[src/logic/fcd_defines.svh]
// Register map, mode bit positions, operation codes and reset values of the DMA controller
`ifndef FCD_DEFINES_SVH
`define FCD_DEFINES_SVH

`define FCD_NUM_CH 4
`define FCD_CNT_BITS 14
`define FCD_CNT_MSB 13
`define FCD_OP_MSB 15
`define FCD_OP_LSB 14
`define FCD_OP_VERIFY 2'h0
`define FCD_OP_WRITE 2'h1
`define FCD_OP_READ 2'h2
`define FCD_OP_ILLEGAL 2'h3
`define FCD_SEL_GROUP_BIT 3
`define FCD_SEL_CH_MSB 2
`define FCD_SEL_CH_LSB 1
`define FCD_SEL_REG_BIT 0
`define FCD_REG_MODE_STATUS 4'h8
`define FCD_MODE_ROTATE 4
`define FCD_MODE_EXT_WRITE 5
`define FCD_MODE_TC_STOP 6
`define FCD_MODE_AUTO_LOAD 7
`define FCD_MODE_RESET 8'h00
`define FCD_STATUS_RESET 4'h0
`define FCD_WORD_RESET 16'h0000
`define FCD_CNT_ZERO 14'h0000
`define FCD_CNT_STEP 14'h0001
`define FCD_ADDR_STEP 16'h0001
`define FCD_CH_ZERO 2'h0
`define FCD_CH_STEP 2'h1
`define FCD_GRANT_IDLE 4'hf
`define FCD_BYTE_ZERO 8'h00
`define FCD_NIB_ZERO 4'h0

`endif

[src/logic/fcd_pkg.sv]
// Types shared by the DMA controller
package fcd_pkg;
	typedef enum logic [2:0] {
		FCD_ST_IDLE,
		FCD_ST_HOLD,
		FCD_ST_ADDR,
		FCD_ST_XFER,
		FCD_ST_END
	} fcd_state_e;

	typedef enum logic [1:0] {
		FCD_SEL_NONE,
		FCD_SEL_ADDR,
		FCD_SEL_COUNT,
		FCD_SEL_MODE
	} fcd_sel_e;

	typedef logic [1:0] fcd_chan_t;
endpackage : fcd_pkg

[src/logic/fcd_dma_ctrl.sv]
// Four-channel DMA controller: register port slave, arbiter and bus master sequencer
//
// How it works
// RQ1: Four channels, each with a 16-bit address and 16-bit count register.
// RQ2: One block covers up to 16,384 transfers with no processor help.
// RQ3: Count field holds cycles minus one; terminal flag marks the last cycle.
// RQ4: Count zero raises the terminal flag on the channel's first cycle.
// RQ5: Count bits 15:14 pick verify, write, read; code 11 illegal.
// RQ6: Operation bits never change during transfers; software rewrites them between blocks.
// RQ7: Verify takes the bus and grants, but drives no read/write strobes.
// RQ8: Read cycle drives memory read with I/O write.
// RQ9: Write cycle drives I/O read with memory write.
// RQ10: Request from enabled channel: take bus, then grant highest priority requester.
// RQ11: Fixed priority: channel zero highest, channel three lowest.
// RQ12: Peripheral holds request high until grant of its last wanted cycle.
// RQ13: Held request keeps the bus and runs back-to-back cycles.
// RQ14: Grant line goes low for the selected peripheral's cycle.
// RQ15: Upper address byte goes out on data pins, then data pins release.
// RQ16: Low address bits driven out on register-select lines during transfers.
// RQ17: Slave decodes four address lines; writes on I/O write, reads on I/O read.
// RQ18: Sixteen-bit registers move over the port as lower then upper byte.
// RQ19: Processor reads the status register and writes the mode register.
// RQ20: Chip select gates slave strobes and is ignored while bus master.
// RQ21: Reset clears all registers and makes every control output inactive.
// RQ22: Software loads address and count before enabling a channel.
// RQ23: Rotating mode makes the just-served channel lowest, starting with zero highest.
// RQ24: Hold request raised first; master cycles start only after hold grant.
// RQ25: Each cycle increments the address and decrements the 14-bit count.
// RQ26: Byte pointer alternates lower/upper byte; reset returns it to lower.
`timescale 1ns/1ps
`default_nettype none
`include "fcd_defines.svh"

module fcd_dma_ctrl (
	input wire logic sys_clk_i,
	input wire logic sys_rst_i,
	input wire logic cs_n_i,
	input wire logic [3:0] low_addr_lines_i,
	output logic [3:0] low_addr_lines_o,
	output logic low_addr_lines_oe_n_o,
	output logic [3:0] addr_mid_o,
	input wire logic [7:0] data_i,
	output logic [7:0] data_o,
	output logic data_oe_n_o,
	input wire logic io_read_strobe_n_i,
	output logic io_read_strobe_n_o,
	input wire logic io_write_strobe_n_i,
	output logic io_write_strobe_n_o,
	output logic io_strobe_oe_n_o,
	output logic mem_read_strobe_n_o,
	output logic mem_write_strobe_n_o,
	output logic mem_strobe_oe_n_o,
	input wire logic [3:0] channel_request_i,
	output logic [3:0] channel_grant_n_o,
	output logic bus_hold_request_o,
	input wire logic bus_hold_grant_i,
	output logic upper_addr_latch_strobe_o,
	output logic addr_phase_enable_o,
	output logic block_end_flag_o
);
	import fcd_pkg::*;

	////////////////////////////////////////////////////////////////////////////////
	// Decoding shared by slave reads and writes

	function automatic fcd_sel_e fcd_decode(input logic [3:0] a);
		fcd_sel_e s;
		if (!a[`FCD_SEL_GROUP_BIT]) begin
			s = a[`FCD_SEL_REG_BIT] ? FCD_SEL_COUNT : FCD_SEL_ADDR;
		end else if (a == `FCD_REG_MODE_STATUS) begin
			s = FCD_SEL_MODE;
		end else begin
			s = FCD_SEL_NONE;
		end
		return s;
	endfunction : fcd_decode

	// Picks the requester nearest to the highest-priority channel
	function automatic logic [2:0] fcd_pick(input logic [3:0] req, input fcd_chan_t top);
		logic [2:0] r;
		fcd_chan_t c;
		r = 3'h0;
		for (int i = `FCD_NUM_CH - 1; i >= 0; i--) begin
			c = top + fcd_chan_t'(i);
			if (req[c]) begin
				r = {1'b1, c};
			end
		end
		return r;
	endfunction : fcd_pick

	////////////////////////////////////////////////////////////////////////////////
	// State

	fcd_state_e state_reg, state_next;
	fcd_chan_t chan_reg, chan_next;
	fcd_chan_t top_reg, top_next;
	// RQ1: per-channel word registers
	logic [15:0] addr_reg [`FCD_NUM_CH];
	logic [15:0] addr_next [`FCD_NUM_CH];
	logic [15:0] cnt_reg [`FCD_NUM_CH];
	logic [15:0] cnt_next [`FCD_NUM_CH];
	logic [7:0] mode_reg, mode_next;
	logic [3:0] tc_seen_reg, tc_seen_next;
	logic ptr_reg, ptr_next;
	logic rd_act_reg, rd_act_next;
	logic wr_act_reg, wr_act_next;
	logic [3:0] sel_reg, sel_next;
	logic [7:0] wdata_reg, wdata_next;
	logic [3:0] low_addr_next, addr_mid_next, grant_n_next;
	logic [7:0] data_next;
	logic low_oe_n_next, data_oe_n_next, io_rd_n_next, io_wr_n_next, io_oe_n_next;
	logic mem_rd_n_next, mem_wr_n_next, hrq_next, upper_addr_latch_strobe_next, aen_next, tc_next;
	logic [3:0] enabled_req;
	logic [2:0] win;
	logic slave_ok, master_on, commit_rd, commit_wr, last;
	fcd_sel_e sel_kind;
	fcd_chan_t sel_ch;
	logic [1:0] op;
	logic [7:0] rbyte;
	logic [15:0] word;

	always_comb begin
		state_next = state_reg;
		chan_next = chan_reg;
		top_next = top_reg;
		addr_next = addr_reg;
		cnt_next = cnt_reg;
		mode_next = mode_reg;
		tc_seen_next = tc_seen_reg;
		ptr_next = ptr_reg;
		win = 3'h0;
		last = 1'b0;
		rbyte = `FCD_BYTE_ZERO;
		// RQ20: chip select ignored while master
		master_on = (state_reg == FCD_ST_ADDR) || (state_reg == FCD_ST_XFER) ||
			(state_reg == FCD_ST_END);
		slave_ok = !cs_n_i && !master_on;
		rd_act_next = slave_ok && !io_read_strobe_n_i;
		wr_act_next = slave_ok && !io_write_strobe_n_i;
		sel_next = (rd_act_next || wr_act_next) ? low_addr_lines_i : sel_reg;
		wdata_next = wr_act_next ? data_i : wdata_reg;
		// Commit on the strobe's rising edge, so write data has settled
		commit_rd = rd_act_reg && !rd_act_next;
		commit_wr = wr_act_reg && !wr_act_next;
		// RQ17: register select decode
		sel_kind = fcd_decode(sel_reg);
		sel_ch = sel_reg[`FCD_SEL_CH_MSB:`FCD_SEL_CH_LSB];
		word = (sel_kind == FCD_SEL_COUNT) ? cnt_reg[sel_ch] : addr_reg[sel_ch];
		// RQ19: status read returns terminal flags and bus request
		if (sel_kind == FCD_SEL_MODE) begin
			rbyte = {3'h0, bus_hold_request_o, tc_seen_reg};
		end else if (sel_kind != FCD_SEL_NONE) begin
			// RQ18: lower byte first
			rbyte = ptr_reg ? word[15:8] : word[7:0];
		end
		if (commit_wr) begin
			if (sel_kind == FCD_SEL_ADDR || sel_kind == FCD_SEL_COUNT) begin
				// RQ18: byte written by pointer
				word = ptr_reg ? {wdata_reg, word[7:0]} : {word[15:8], wdata_reg};
				if (sel_kind == FCD_SEL_COUNT) begin
					cnt_next[sel_ch] = word;
				end else begin
					addr_next[sel_ch] = word;
				end
				// RQ26: pointer alternates
				ptr_next = !ptr_reg;
			end else if (sel_kind == FCD_SEL_MODE) begin
				// RQ19: mode write; also realigns byte pointer
				mode_next = wdata_reg;
				ptr_next = 1'b0;
			end
		end else if (commit_rd && (sel_kind == FCD_SEL_ADDR || sel_kind == FCD_SEL_COUNT)) begin
			ptr_next = !ptr_reg;
		end
		enabled_req = channel_request_i & mode_next[3:0];
		case (state_reg)
			FCD_ST_IDLE: begin
				// RQ24: ask for the bus first
				if (|enabled_req) begin
					state_next = FCD_ST_HOLD;
				end
			end
			FCD_ST_HOLD: begin
				// RQ10: arbitrate only once the bus is ours
				if (bus_hold_grant_i) begin
					// RQ11: fixed mode keeps channel zero on top
					win = fcd_pick(enabled_req, top_reg);
					if (win[2]) begin
						chan_next = win[1:0];
						state_next = FCD_ST_ADDR;
					end else begin
						state_next = FCD_ST_IDLE;
					end
				end
			end
			FCD_ST_ADDR: state_next = FCD_ST_XFER;
			FCD_ST_XFER: state_next = FCD_ST_END;
			FCD_ST_END: begin
				// RQ25 RQ2: address up, 14-bit count down; RQ6 keeps bits 15:14
				addr_next[chan_reg] = addr_reg[chan_reg] + `FCD_ADDR_STEP;
				cnt_next[chan_reg][`FCD_CNT_MSB:0] =
					cnt_reg[chan_reg][`FCD_CNT_MSB:0] - `FCD_CNT_STEP;
				// RQ3: last cycle when the field reached zero
				last = cnt_reg[chan_reg][`FCD_CNT_MSB:0] == `FCD_CNT_ZERO;
				if (last) begin
					tc_seen_next[chan_reg] = 1'b1;
					if (mode_reg[`FCD_MODE_TC_STOP]) begin
						mode_next[chan_reg] = 1'b0;
					end
				end
				// RQ23: served channel drops to lowest
				top_next = mode_reg[`FCD_MODE_ROTATE] ? chan_reg + `FCD_CH_STEP : `FCD_CH_ZERO;
				enabled_req = channel_request_i & mode_next[3:0];
				// RQ13: keep the bus for a held request
				win = fcd_pick(enabled_req, top_next);
				if (bus_hold_grant_i && win[2]) begin
					chan_next = win[1:0];
					state_next = FCD_ST_ADDR;
				end else begin
					state_next = FCD_ST_IDLE;
				end
			end
			default: state_next = FCD_ST_IDLE;
		endcase
		// Status read clears terminal flags; a flag set in the same cycle survives
		if (commit_rd && sel_kind == FCD_SEL_MODE) begin
			tc_seen_next = last ? (4'h1 << chan_reg) : `FCD_STATUS_RESET;
		end
		// Registered pin values follow the next state
		hrq_next = state_next != FCD_ST_IDLE;
		aen_next = (state_next == FCD_ST_ADDR) || (state_next == FCD_ST_XFER) ||
			(state_next == FCD_ST_END);
		// RQ14: active-low grant for the selected channel
		grant_n_next = aen_next ? ~(4'h1 << chan_next) : `FCD_GRANT_IDLE;
		upper_addr_latch_strobe_next = state_next == FCD_ST_ADDR;
		// RQ16: low address out on select lines while master
		low_addr_next = addr_next[chan_next][3:0];
		addr_mid_next = aen_next ? addr_next[chan_next][7:4] : `FCD_NIB_ZERO;
		low_oe_n_next = !aen_next;
		// RQ15: upper byte only in the address phase, released afterwards
		if (state_next == FCD_ST_ADDR) begin
			data_next = addr_next[chan_next][15:8];
			data_oe_n_next = 1'b0;
		end else begin
			data_next = rbyte;
			data_oe_n_next = !(rd_act_next && rd_act_reg);
		end
		// RQ4: zero count flags the very first cycle
		tc_next = aen_next && (cnt_next[chan_next][`FCD_CNT_MSB:0] == `FCD_CNT_ZERO);
		// RQ5: operation code select
		op = cnt_next[chan_next][`FCD_OP_MSB:`FCD_OP_LSB];
		// RQ7: verify and the illegal code drive no strobes
		// RQ8: read cycle strobes
		mem_rd_n_next = !(state_next == FCD_ST_XFER && op == `FCD_OP_READ);
		io_wr_n_next = !(op == `FCD_OP_READ && (state_next == FCD_ST_XFER ||
			(state_next == FCD_ST_ADDR && mode_reg[`FCD_MODE_EXT_WRITE])));
		// RQ9: write cycle strobes; extended write starts one cycle early
		io_rd_n_next = !(state_next == FCD_ST_XFER && op == `FCD_OP_WRITE);
		mem_wr_n_next = !(op == `FCD_OP_WRITE && (state_next == FCD_ST_XFER ||
			(state_next == FCD_ST_ADDR && mode_reg[`FCD_MODE_EXT_WRITE])));
		io_oe_n_next = !aen_next;
	end

	////////////////////////////////////////////////////////////////////////////////
	// Registers

	always_ff @(posedge sys_clk_i) begin
		// RQ21: reset clears registers and idles every control output
		if (sys_rst_i) begin
			state_reg <= FCD_ST_IDLE;
			chan_reg <= `FCD_CH_ZERO;
			top_reg <= `FCD_CH_ZERO;
			mode_reg <= `FCD_MODE_RESET;
			tc_seen_reg <= `FCD_STATUS_RESET;
			// RQ26: pointer back to lower byte
			ptr_reg <= 1'b0;
			rd_act_reg <= 1'b0;
			wr_act_reg <= 1'b0;
			sel_reg <= `FCD_NIB_ZERO;
			wdata_reg <= `FCD_BYTE_ZERO;
			low_addr_lines_o <= `FCD_NIB_ZERO;
			low_addr_lines_oe_n_o <= 1'b1;
			addr_mid_o <= `FCD_NIB_ZERO;
			data_o <= `FCD_BYTE_ZERO;
			data_oe_n_o <= 1'b1;
			io_read_strobe_n_o <= 1'b1;
			io_write_strobe_n_o <= 1'b1;
			io_strobe_oe_n_o <= 1'b1;
			mem_read_strobe_n_o <= 1'b1;
			mem_write_strobe_n_o <= 1'b1;
			mem_strobe_oe_n_o <= 1'b1;
			channel_grant_n_o <= `FCD_GRANT_IDLE;
			bus_hold_request_o <= 1'b0;
			upper_addr_latch_strobe_o <= 1'b0;
			addr_phase_enable_o <= 1'b0;
			block_end_flag_o <= 1'b0;
			for (int i = 0; i < `FCD_NUM_CH; i++) begin
				addr_reg[i] <= `FCD_WORD_RESET;
				cnt_reg[i] <= `FCD_WORD_RESET;
			end
		end else begin
			state_reg <= state_next;
			chan_reg <= chan_next;
			top_reg <= top_next;
			mode_reg <= mode_next;
			tc_seen_reg <= tc_seen_next;
			ptr_reg <= ptr_next;
			rd_act_reg <= rd_act_next;
			wr_act_reg <= wr_act_next;
			sel_reg <= sel_next;
			wdata_reg <= wdata_next;
			low_addr_lines_o <= low_addr_next;
			low_addr_lines_oe_n_o <= low_oe_n_next;
			addr_mid_o <= addr_mid_next;
			data_o <= data_next;
			data_oe_n_o <= data_oe_n_next;
			io_read_strobe_n_o <= io_rd_n_next;
			io_write_strobe_n_o <= io_wr_n_next;
			io_strobe_oe_n_o <= io_oe_n_next;
			mem_read_strobe_n_o <= mem_rd_n_next;
			mem_write_strobe_n_o <= mem_wr_n_next;
			mem_strobe_oe_n_o <= io_oe_n_next;
			channel_grant_n_o <= grant_n_next;
			bus_hold_request_o <= hrq_next;
			upper_addr_latch_strobe_o <= upper_addr_latch_strobe_next;
			addr_phase_enable_o <= aen_next;
			block_end_flag_o <= tc_next;
			for (int i = 0; i < `FCD_NUM_CH; i++) begin
				addr_reg[i] <= addr_next[i];
				cnt_reg[i] <= cnt_next[i];
			end
		end
	end
endmodule : fcd_dma_ctrl
`default_nettype wire

[config.mk]
export PLATFORM = sky130hd
export DESIGN_NAME = fcd_dma_ctrl
export DESIGN_NICKNAME = d
export VERILOG_FILES = /design/src/logic/fcd_pkg.sv /design/src/logic/fcd_dma_ctrl.sv
export VERILOG_INCLUDE_DIRS = /design/src /design/src/logic
export SDC_FILE = /design/constraint.sdc
export NUM_CORES = 1
export LEC_CHECK = 0
export BUFFER_PORTS_ARGS = -buffer_cell sky130_fd_sc_hd__buf_2
export CORE_MARGIN = 2
export CORE_UTILIZATION = 64
export CTS_BUF_LIST = sky130_fd_sc_hd__clkbuf_4
export CTS_CLUSTER_DIAMETER = 50
export DETAILED_ROUTE_END_ITERATION = 8
export PLACE_DENSITY = 0.82
export SLEW_MARGIN = 20
export SYNTH_ARGS = -nofsm -noshare
export SYNTH_HDL_FRONTEND = slang
export SYNTH_SLANG_ARGS = --single-unit
[constraint.sdc]
create_clock -name sys_clk_i -period 5 [get_ports sys_clk_i]
set_input_delay 0.5 -clock sys_clk_i [delete_from_list [all_inputs] [get_ports sys_clk_i]]
set_output_delay 0.5 -clock sys_clk_i [all_outputs]
set_load 0.02 [all_outputs]
# [After elaboration in Yosys (flattened, before gate mapping)]
# Index checks and enable logic that the tools add are counted.
[op_classes] n_addsub=9 magnitude_cmp=16 eq_ne=14 shift=2 mux=103 n_bitwise=10 reduce_logical=51
[op_table] op="two-way mux 64 bit" count=8
[op_table] op="bitwise mux 64 bit" count=4
[op_table] op="two-way mux 16 bit" count=14
[op_table] op="binary-select mux 16 bit (select 2 bit)" count=6
[op_table] op="demux 16 bit (select 2 bit)" count=3
[op_table] op="two-way mux 8 bit" count=11
[op_table] op="two-way mux 14 bit" count=3
[op_table] op="two-way mux 3 bit" count=13
[op_table] op="logical NOT 14 bit" count=2
[op_table] op="less-than comparator 2 x 3 -> 1 bit (second input constant)" count=9
[op_table] op="logical AND 1 bit" count=19
[op_table] op="two-way mux 2 bit" count=9
[op_table] op="adder 16 x 1 -> 16 bit (second input constant)" count=1
[op_table] op="binary-select mux 1 bit (select 2 bit)" count=8
[op_table] op="two-way mux 1 bit" count=16
[op_table] op="two-way mux 4 bit" count=4
[op_table] op="one-hot mux 3 bit (5 select lines)" count=1
[op_table] op="subtractor 14 x 1 -> 14 bit (second input constant)" count=1
[op_table] op="logical NOT 1 bit" count=13
[op_table] op="equality test 3 x 2 -> 1 bit (second input constant)" count=4
[op_table] op="greater-or-equal comparator 3 bit (second input constant)" count=3
[op_table] op="inverter 2 -> 3 bit" count=3
[op_table] op="adder 2 bit (second input constant)" count=4
[op_table] op="bitwise AND 4 bit" count=2
[op_table] op="25 further kinds" count=44
[word_totals] register_bits=192 inputBits=22 output_inout_bits=32 wordCells=237

# [Longest topological paths before layout]
[logic_depth] ltp_word=31 depth_mapped=18 ltp_nobuf=14

# [Worst setup path before layout]
# OpenSTA, ideal clock, no wires.
[synth_path] kind="register to register" start="reg sel_reg[2]" end="reg data_o[2]" setup_ns=0.095 arrival_time_ns=4.169 t_required_ns=4.905 setup_slack_ns=0.736 path_stages_with_launch=17 path_buffers=4 period_less_slack_ns=4.264 cell_sequence="dfxtp_1 -> clkbuf_1 -> buf_1 -> clkbuf_1 -> or2_2 -> o21ai_0 -> ha_1 -> o311ai_1 -> or3_1 -> a22oi_2 -> o41ai_4 -> or2_2 -> a221oi_2 -> o31ai_4 -> buf_6 -> mux2_1 -> a221oi_1"
[synth_via] elab_chain_len=27 word_cells_on_any_way=84 cone_classes="order compare: 2; eq/ne: 5; mux: 67; bitwise: 5; reduce/logical: 5"
[synth_rtl] element="start, declared" line_no="fcd_dma_ctrl.sv:108" text="logic [3:0] sel_reg, sel_next;"
[synth_rtl] element="start signal, assigned" line_no="fcd_dma_ctrl.sv:280" text="sel_reg <= `FCD_NIB_ZERO;"
[synth_rtl] element="start signal, assigned" line_no="fcd_dma_ctrl.sv:311" text="sel_reg <= sel_next;"
[synth_rtl] element="equality test 4 bit (no line)"
[synth_rtl] element="two-way mux 2 bit" line_no="fcd_dma_ctrl.sv:70" text="end else if (a == `FCD_REG_MODE_STATUS) begin"
[synth_rtl] element="two-way mux 2 bit" line_no="fcd_dma_ctrl.sv:68" text="if (!a[`FCD_SEL_GROUP_BIT]) begin"
[synth_rtl] element="equality test 2 bit, or another cell as far along" line_no="fcd_dma_ctrl.sv:151, fcd_dma_ctrl.sv:168"
[synth_rtl] element="two-way mux 8 bit / logical OR 1 bit (equally long branches)" line_no="fcd_dma_ctrl.sv:168, fcd_dma_ctrl.sv:158"
[synth_rtl] element="two-way mux 8 bit" line_no="fcd_dma_ctrl.sv:158" text="if (sel_kind == FCD_SEL_ADDR || sel_kind == FCD_SEL_COUNT) begin"
[synth_rtl] element="two-way mux 8 bit" line_no="fcd_dma_ctrl.sv:157" text="if (commit_wr) begin"
[synth_rtl] element="bitwise AND 8 bit (no line)"
[synth_rtl] element="[... 10 more ...]"
[synth_rtl] element="two-way mux 3 bit" line_no="fcd_dma_ctrl.sv:177" text="case (state_reg)"
[synth_rtl] element="logical AND 1 bit" line_no="fcd_dma_ctrl.sv:217" text="if (bus_hold_grant_i && win[2]) begin"
[synth_rtl] element="two-way mux 2 bit" line_no="fcd_dma_ctrl.sv:217"
[synth_rtl] element="one-hot mux 2 bit (2 select lines)" line_no="fcd_dma_ctrl.sv:177"
[synth_rtl] element="inverter 2 -> 3 bit (implied by the code)" line_no="fcd_dma_ctrl.sv:243" text="data_next = addr_next[chan_next][15:8];"
[synth_rtl] element="binary-select mux 16 bit (select 2 bit)" line_no="fcd_dma_ctrl.sv:243"
[synth_rtl] element="two-way mux 16 bit (implied by the code) (2 in a row)" line_no="fcd_dma_ctrl.sv:243"
[synth_rtl] element="two-way mux 8 bit *" line_no="fcd_dma_ctrl.sv:242" text="if (state_next == FCD_ST_ADDR) begin"
[synth_rtl] element="end signal, assigned" line_no="fcd_dma_ctrl.sv:285" text="data_o <= `FCD_BYTE_ZERO;"
[synth_rtl] element="end signal, assigned" line_no="fcd_dma_ctrl.sv:316" text="data_o <= data_next;"
[synth_rtl] element="end, declared" line_no="fcd_dma_ctrl.sv:43" text="output logic [7:0] data_o,"
# Every way passes the cells marked *; elsewhere a longest branch is shown, timed or not. The select of a mux whose other input is x is not followed.
# A chain may end at the register's enable or synchronous reset.

# [Worst setup path in the final report]
[layout_path] start="reg chan_reg[0]" end="reg data_o[0]"
[layout_via] elab_chain_len=25 word_cells_on_any_way=58 cone_classes="add/sub: 5; order compare: 4; eq/ne: 1; mux: 39; bitwise: 5; reduce/logical: 4"
[layout_rtl] element="start, declared" line_no="fcd_dma_ctrl.sv:96" text="fcd_chan_t chan_reg, chan_next;"
[layout_rtl] element="start signal, assigned" line_no="fcd_dma_ctrl.sv:272" text="chan_reg <= `FCD_CH_ZERO;"
[layout_rtl] element="start signal, assigned" line_no="fcd_dma_ctrl.sv:304" text="chan_reg <= chan_next;"
[layout_rtl] element="less-than comparator 2 x 4 -> 1 bit (implied by the code) / greater-or-equal comparator 2 x 1 -> 1 bit (equally long branches)" line_no="fcd_dma_ctrl.sv:209" text="mode_next[chan_reg] = 1'b0;"
[layout_rtl] element="logical AND 1 bit (implied by the code)" line_no="fcd_dma_ctrl.sv:209"
[layout_rtl] element="two-way mux 1 bit (implied by the code)" line_no="fcd_dma_ctrl.sv:209"
[layout_rtl] element="demux 1 bit (select 2 bit)" line_no="fcd_dma_ctrl.sv:209"
[layout_rtl] element="inverter 4 -> 8 bit (no line)"
[layout_rtl] element="bitwise AND 8 bit (no line)"
[layout_rtl] element="two-way mux 8 bit" line_no="fcd_dma_ctrl.sv:208" text="if (mode_reg[`FCD_MODE_TC_STOP]) begin"
[layout_rtl] element="two-way mux 8 bit" line_no="fcd_dma_ctrl.sv:206" text="if (last) begin"
[layout_rtl] element="[... 8 more ...]"
[layout_rtl] element="two-way mux 3 bit" line_no="fcd_dma_ctrl.sv:177"
[layout_rtl] element="logical AND 1 bit" line_no="fcd_dma_ctrl.sv:217"
[layout_rtl] element="two-way mux 2 bit" line_no="fcd_dma_ctrl.sv:217"
[layout_rtl] element="one-hot mux 2 bit (2 select lines)" line_no="fcd_dma_ctrl.sv:177"
[layout_rtl] element="inverter 2 -> 3 bit (implied by the code)" line_no="fcd_dma_ctrl.sv:243"
[layout_rtl] element="binary-select mux 16 bit (select 2 bit)" line_no="fcd_dma_ctrl.sv:243"
[layout_rtl] element="two-way mux 16 bit (implied by the code) (2 in a row)" line_no="fcd_dma_ctrl.sv:243"
[layout_rtl] element="two-way mux 8 bit *" line_no="fcd_dma_ctrl.sv:242"
# Marks and branches as above.

==> metrics.txt <==
# TYPE chip_impl_metric gauge
chip_impl_metric{name="timing.reg2reg.worst_path_depth",unit=""} 11
chip_impl_metric{name="fin_total_pwr",unit="uW"} 2760
chip_impl_metric{name="setup_viol",unit=""} 0
chip_impl_metric{name="synth.yosys.warnings",unit=""} 0
chip_impl_info{name="hold_start",value="low_addr_lines_i[0]"} 1
chip_impl_metric{name="drtAntennaViolNets",unit=""} 0
chip_impl_metric{name="finish.net_count",unit=""} 1475
chip_impl_metric{name="summed_negative_setup_slack_over_all_endpoints",unit="ps"} 0
chip_impl_metric{name="cts_num_sinks",unit=""} 191
chip_impl_info{name="critPathKind",value="reg -> reg"} 1
chip_impl_metric{name="die_width",unit="um"} 140
chip_impl_metric{name="area.growth.synth_to_final",unit="%"} 7.31
chip_impl_info{name="layout_commonest_cell",value="sky130_fd_sc_hd__nor2_1"} 1
chip_impl_metric{name="grt_first_pass_wirelength",unit="mm"} 59.9
chip_impl_metric{name="slew-limit-headroom",unit="%"} 29.9
chip_impl_metric{name="dp_cells",unit=""} 1653
chip_impl_metric{name="cts_setup_buffers",unit=""} 0
chip_impl_metric{name="worst-endpoint-arrival",unit="ps"} 5220
chip_impl_metric{name="clkSlewWorstSetupHoldPaths",unit="ps"} 150
chip_impl_metric{name="overall_via_count_from_detail_route",unit=""} 11650
chip_impl_metric{name="ys_async_sr_fraction",unit="%"} 0
chip_impl_metric{name="layout-drive-gt1-share",unit="%"} 16.5
chip_impl_metric{name="die-height",unit="um"} 140
chip_impl_metric{name="dp_hpwl",unit="mm"} 26.8
chip_impl_metric{name="slowest_delay",unit="ps"} 660
chip_impl_metric{name="synth_cell_type_count",unit=""} 73
chip_impl_info{name="rsz0062_at_grt",value="false"} 1
chip_impl_metric{name="drt_first_pass_iters",unit=""} 8
chip_impl_metric{name="clk-insertion-delay-late",unit="ps"} 610
chip_impl_info{name="critical_path.cell_chain",value="mux4_2, or4_4, nor4_4, a2bb2oi_2, or3_1, a32oi_1, nor2_1, o22ai_4, buf_12, nor2b_1, a221oi_1"} 1
chip_impl_metric{name="slew_violations",unit=""} 0
chip_impl_info{name="cts_tree",value="yes"} 1
chip_impl_info{name="min_delay_worst_endpoint",value="sel_reg[0]"} 1
chip_impl_metric{name="critPathMaxFanout",unit=""} 25
chip_impl_metric{name="core_area",unit="sq um"} 18000
chip_impl_metric{name="tightest_slew",unit="ps"} 1050
chip_impl_metric{name="synthesis.nets",unit=""} 1459
chip_impl_metric{name="wl_met2",unit="mm"} 17.2
chip_impl_metric{name="cts-buffers-inserted",unit=""} 17
chip_impl_metric{name="filler_cell_count",unit=""} 1428
chip_impl_metric{name="leakagePower",unit="uW"} 0.00490
chip_impl_metric{name="timing.final.crit_share",unit="%"} 94.9
chip_impl_metric{name="clockBufferDepth",unit=""} 2
chip_impl_info{name="layout.cells.most_common_list",value="sky130_fd_sc_hd__nor2_1 (230), sky130_fd_sc_hd__dfxtp_1 (187), sky130_fd_sc_hd__nand2_1 (163)"} 1
chip_impl_metric{name="remaining_drc_errors",unit=""} 0
chip_impl_metric{name="final_cells",unit=""} 1686
chip_impl_metric{name="maxCapViolCount",unit=""} 0
chip_impl_metric{name="wirelength_met1",unit="mm"} 14.4
chip_impl_info{name="critical_path.slowest_cell",value="sky130_fd_sc_hd__dfxtp_2"} 1
chip_impl_metric{name="timing.final.hold_violations",unit=""} 0
chip_impl_metric{name="cts_hold_buf",unit=""} 0
chip_impl_metric{name="grt_remaining_overflow",unit=""} 0
chip_impl_metric{name="clock_skew",unit="ps"} 23.6
chip_impl_metric{name="global_route.usage.total",unit="%"} 39.0
chip_impl_metric{name="count_of_flip_flops_with_a_built_in_enable_after_synthesis",unit=""} 0
chip_impl_metric{name="syn_avg_cell_area",unit="sq um"} 8.27
chip_impl_metric{name="max_freq",unit="GHz"} 0.211
chip_impl_info{name="clock-root-buffer",value="sky130_fd_sc_hd__clkbuf_4"} 1
chip_impl_metric{name="routedWlPerCell",unit="um"} 22.8
chip_impl_metric{name="initial_drt_markers",unit=""} 1748
chip_impl_metric{name="worst_ir_drop_vdd",unit="mV"} 0.231
chip_impl_info{name="crit_end_element",value="flop"} 1
chip_impl_metric{name="reg2reg_slack",unit="ps"} 250
chip_impl_metric{name="post_drt_via_cell_ratio",unit=""} 6.91
chip_impl_info{name="rr_endpoint",value="data_o[0]"} 1
chip_impl_metric{name="worst-endpoint-required",unit="ps"} 5470
chip_impl_info{name="timing.critical_path.from_type",value="flop"} 1
chip_impl_metric{name="antenna_found_initial",unit=""} 1
chip_impl_metric{name="worst_hold_path.num_cells",unit=""} 3
chip_impl_metric{name="synth-seq-area-share",unit="%"} 32.4
chip_impl_metric{name="postSynthRegisterBits",unit=""} 191
chip_impl_info{name="ys.flop_type",value="sky130_fd_sc_hd__dfxtp_1"} 1
chip_impl_info{name="worst_r2r_startpoint",value="chan_reg[0]"} 1
chip_impl_metric{name="num_rows",unit=""} 49
chip_impl_metric{name="final_period_minus_worst_setup_slack",unit="ps"} 4750
chip_impl_metric{name="gp_congestion",unit=""} 1.07
chip_impl_metric{name="drt_wl_total",unit="mm"} 38.4
chip_impl_metric{name="design.portCount",unit=""} 54
chip_impl_metric{name="synth_area",unit="sq um"} 11800
chip_impl_metric{name="cellPowerDensity",unit="nW/um^2"} 218
chip_impl_metric{name="cts_repair_resize_count",unit=""} 0
chip_impl_info{name="top_signal_layer_used",value="met4"} 1
chip_impl_metric{name="routed-wl-met3",unit="mm"} 4.58
chip_impl_info{name="min_path_type",value="in -> reg"} 1
chip_impl_metric{name="number_of_buffer_cells_added_on_primary_ports",unit=""} 53
chip_impl_metric{name="grt_max_degree",unit=""} 76
chip_impl_metric{name="postSynthCellCount",unit=""} 1428
chip_impl_info{name="crit_start",value="chan_reg[0]"} 1
chip_impl_metric{name="dieArea",unit="sq um"} 19500
chip_impl_info{name="run_status",value="completed"} 1
chip_impl_metric{name="start_util",unit="%"} 65.5
chip_impl_metric{name="h-tree-depth",unit=""} 4
chip_impl_metric{name="grt_pass1_vias",unit=""} 10908
through the flow:
step,area (sq um),hold slack (ps),worst slack (ps),utilization (%)
CTS,12600,93.2,25.7,70.1
global placement,12300,445,194,68.3
floorplan,11800,429,736,-
global route,12700,131,99.0,70.3
detailed placement,12300,451,116,68.3
finish,12700,122,253,70.3
worst max-delay path, delay by kind of cell, from the launching register on:
family | cells | cell delay [ps]
flip-flops | 1 | 660
AO/OA/AOI/OAI | 4 | 1010
AND/OR/NAND/NOR | 5 | 2050
multiplexers | 1 | 620
buffers and inverters | 1 | 260
power breakdown:
group | internal [uW] | total [uW] | switching [uW] | leakage (uW)
registers | 1530 | 1550 | 12.9 | 0.00154
clock network | 411 | 970 | 559 | 0.000170
logic | 75.1 | 240 | 165 | 0.00319
total | 2020 | 2760 | 737 | 0.00490
cells in the mapped netlist (7+ instances only):
| master | count | area share, % |
|---|---|---|
| sky130_fd_sc_hd__a211oi_1 | 30 | 1.9 |
| sky130_fd_sc_hd__a21o_1 | 11 | 0.70 |
| sky130_fd_sc_hd__a21oi_1 | 90 | 3.8 |
| sky130_fd_sc_hd__a22oi_1 | 8 | 0.51 |
| sky130_fd_sc_hd__and2_1 | 7 | 0.37 |
| sky130_fd_sc_hd__and3_1 | 9 | 0.48 |
| sky130_fd_sc_hd__buf_1 | 13 | 0.41 |
| sky130_fd_sc_hd__clkbuf_1 | 86 | 2.7 |
| sky130_fd_sc_hd__dfxtp_1 | 191 | 32 |
| sky130_fd_sc_hd__ha_1 | 9 | 0.95 |
| sky130_fd_sc_hd__inv_1 | 17 | 0.54 |
| sky130_fd_sc_hd__mux2_2 | 13 | 1.2 |
| sky130_fd_sc_hd__mux2i_1 | 71 | 6.0 |
| sky130_fd_sc_hd__mux4_2 | 61 | 12 |
| sky130_fd_sc_hd__nand2_1 | 164 | 5.2 |
| sky130_fd_sc_hd__nand2b_1 | 15 | 0.79 |
| sky130_fd_sc_hd__nand3_1 | 26 | 1.1 |
| sky130_fd_sc_hd__nand4_1 | 13 | 0.69 |
| sky130_fd_sc_hd__nor2_1 | 230 | 7.3 |
| sky130_fd_sc_hd__nor2b_1 | 22 | 1.2 |
| sky130_fd_sc_hd__nor3_1 | 31 | 1.3 |
| sky130_fd_sc_hd__o211ai_1 | 66 | 4.2 |
| sky130_fd_sc_hd__o21ai_0 | 111 | 4.7 |
| sky130_fd_sc_hd__or3_1 | 14 | 0.74 |
| sky130_fd_sc_hd__xnor2_1 | 18 | 1.3 |
| sky130_fd_sc_hd__xor2_1 | 8 | 0.59 |
how the worst max path moves through the flow:
stage	slack (ps)	end
global route	100	channel_grant_n_o[1]
CTS	30	block_end_flag_o
finish	250	data_o[0]
floorplan	740	data_o[2]
global placement	190	block_end_flag_o
detailed placement	120	block_end_flag_o
per-layer routing:
| metal | up-vias | global-route usage, % |
|---|---|---|
| met5 | - | 0 |
| met4 | 0 | 21.4 |
| met3 | 164 | 7.67 |
| met2 | 869 | 59.8 |
| met1 | 5420 | 51.9 |
| li1 | 5197 | - |
kinds of logic after synthesis:
logic type	share of synthesized area (%)
adder cells (fa/ha/maj)	0.954
buffers and inverters	4.76
AND/OR/NAND/NOR	21.1
AO/OA/AOI/OAI	19.7
XOR/XNOR	1.93
flip-flops	32.4
multiplexers	19.2
cell type report:
class	count	area (sq um)	area share [%]
Clock buffer	19	143	1.13
Multi-Input combinational cell	1104	7440	58.7
Clock inverter	12	184	1.45
Sequential cell	191	3830	30.2
Antenna cell	1	2.50	0.0198
Inverter	20	75.1	0.593
Tap cell	229	287	2.26
Timing Repair Buffer	110	712	5.62
No activity file was read; power rests on OpenSTA's default activity.
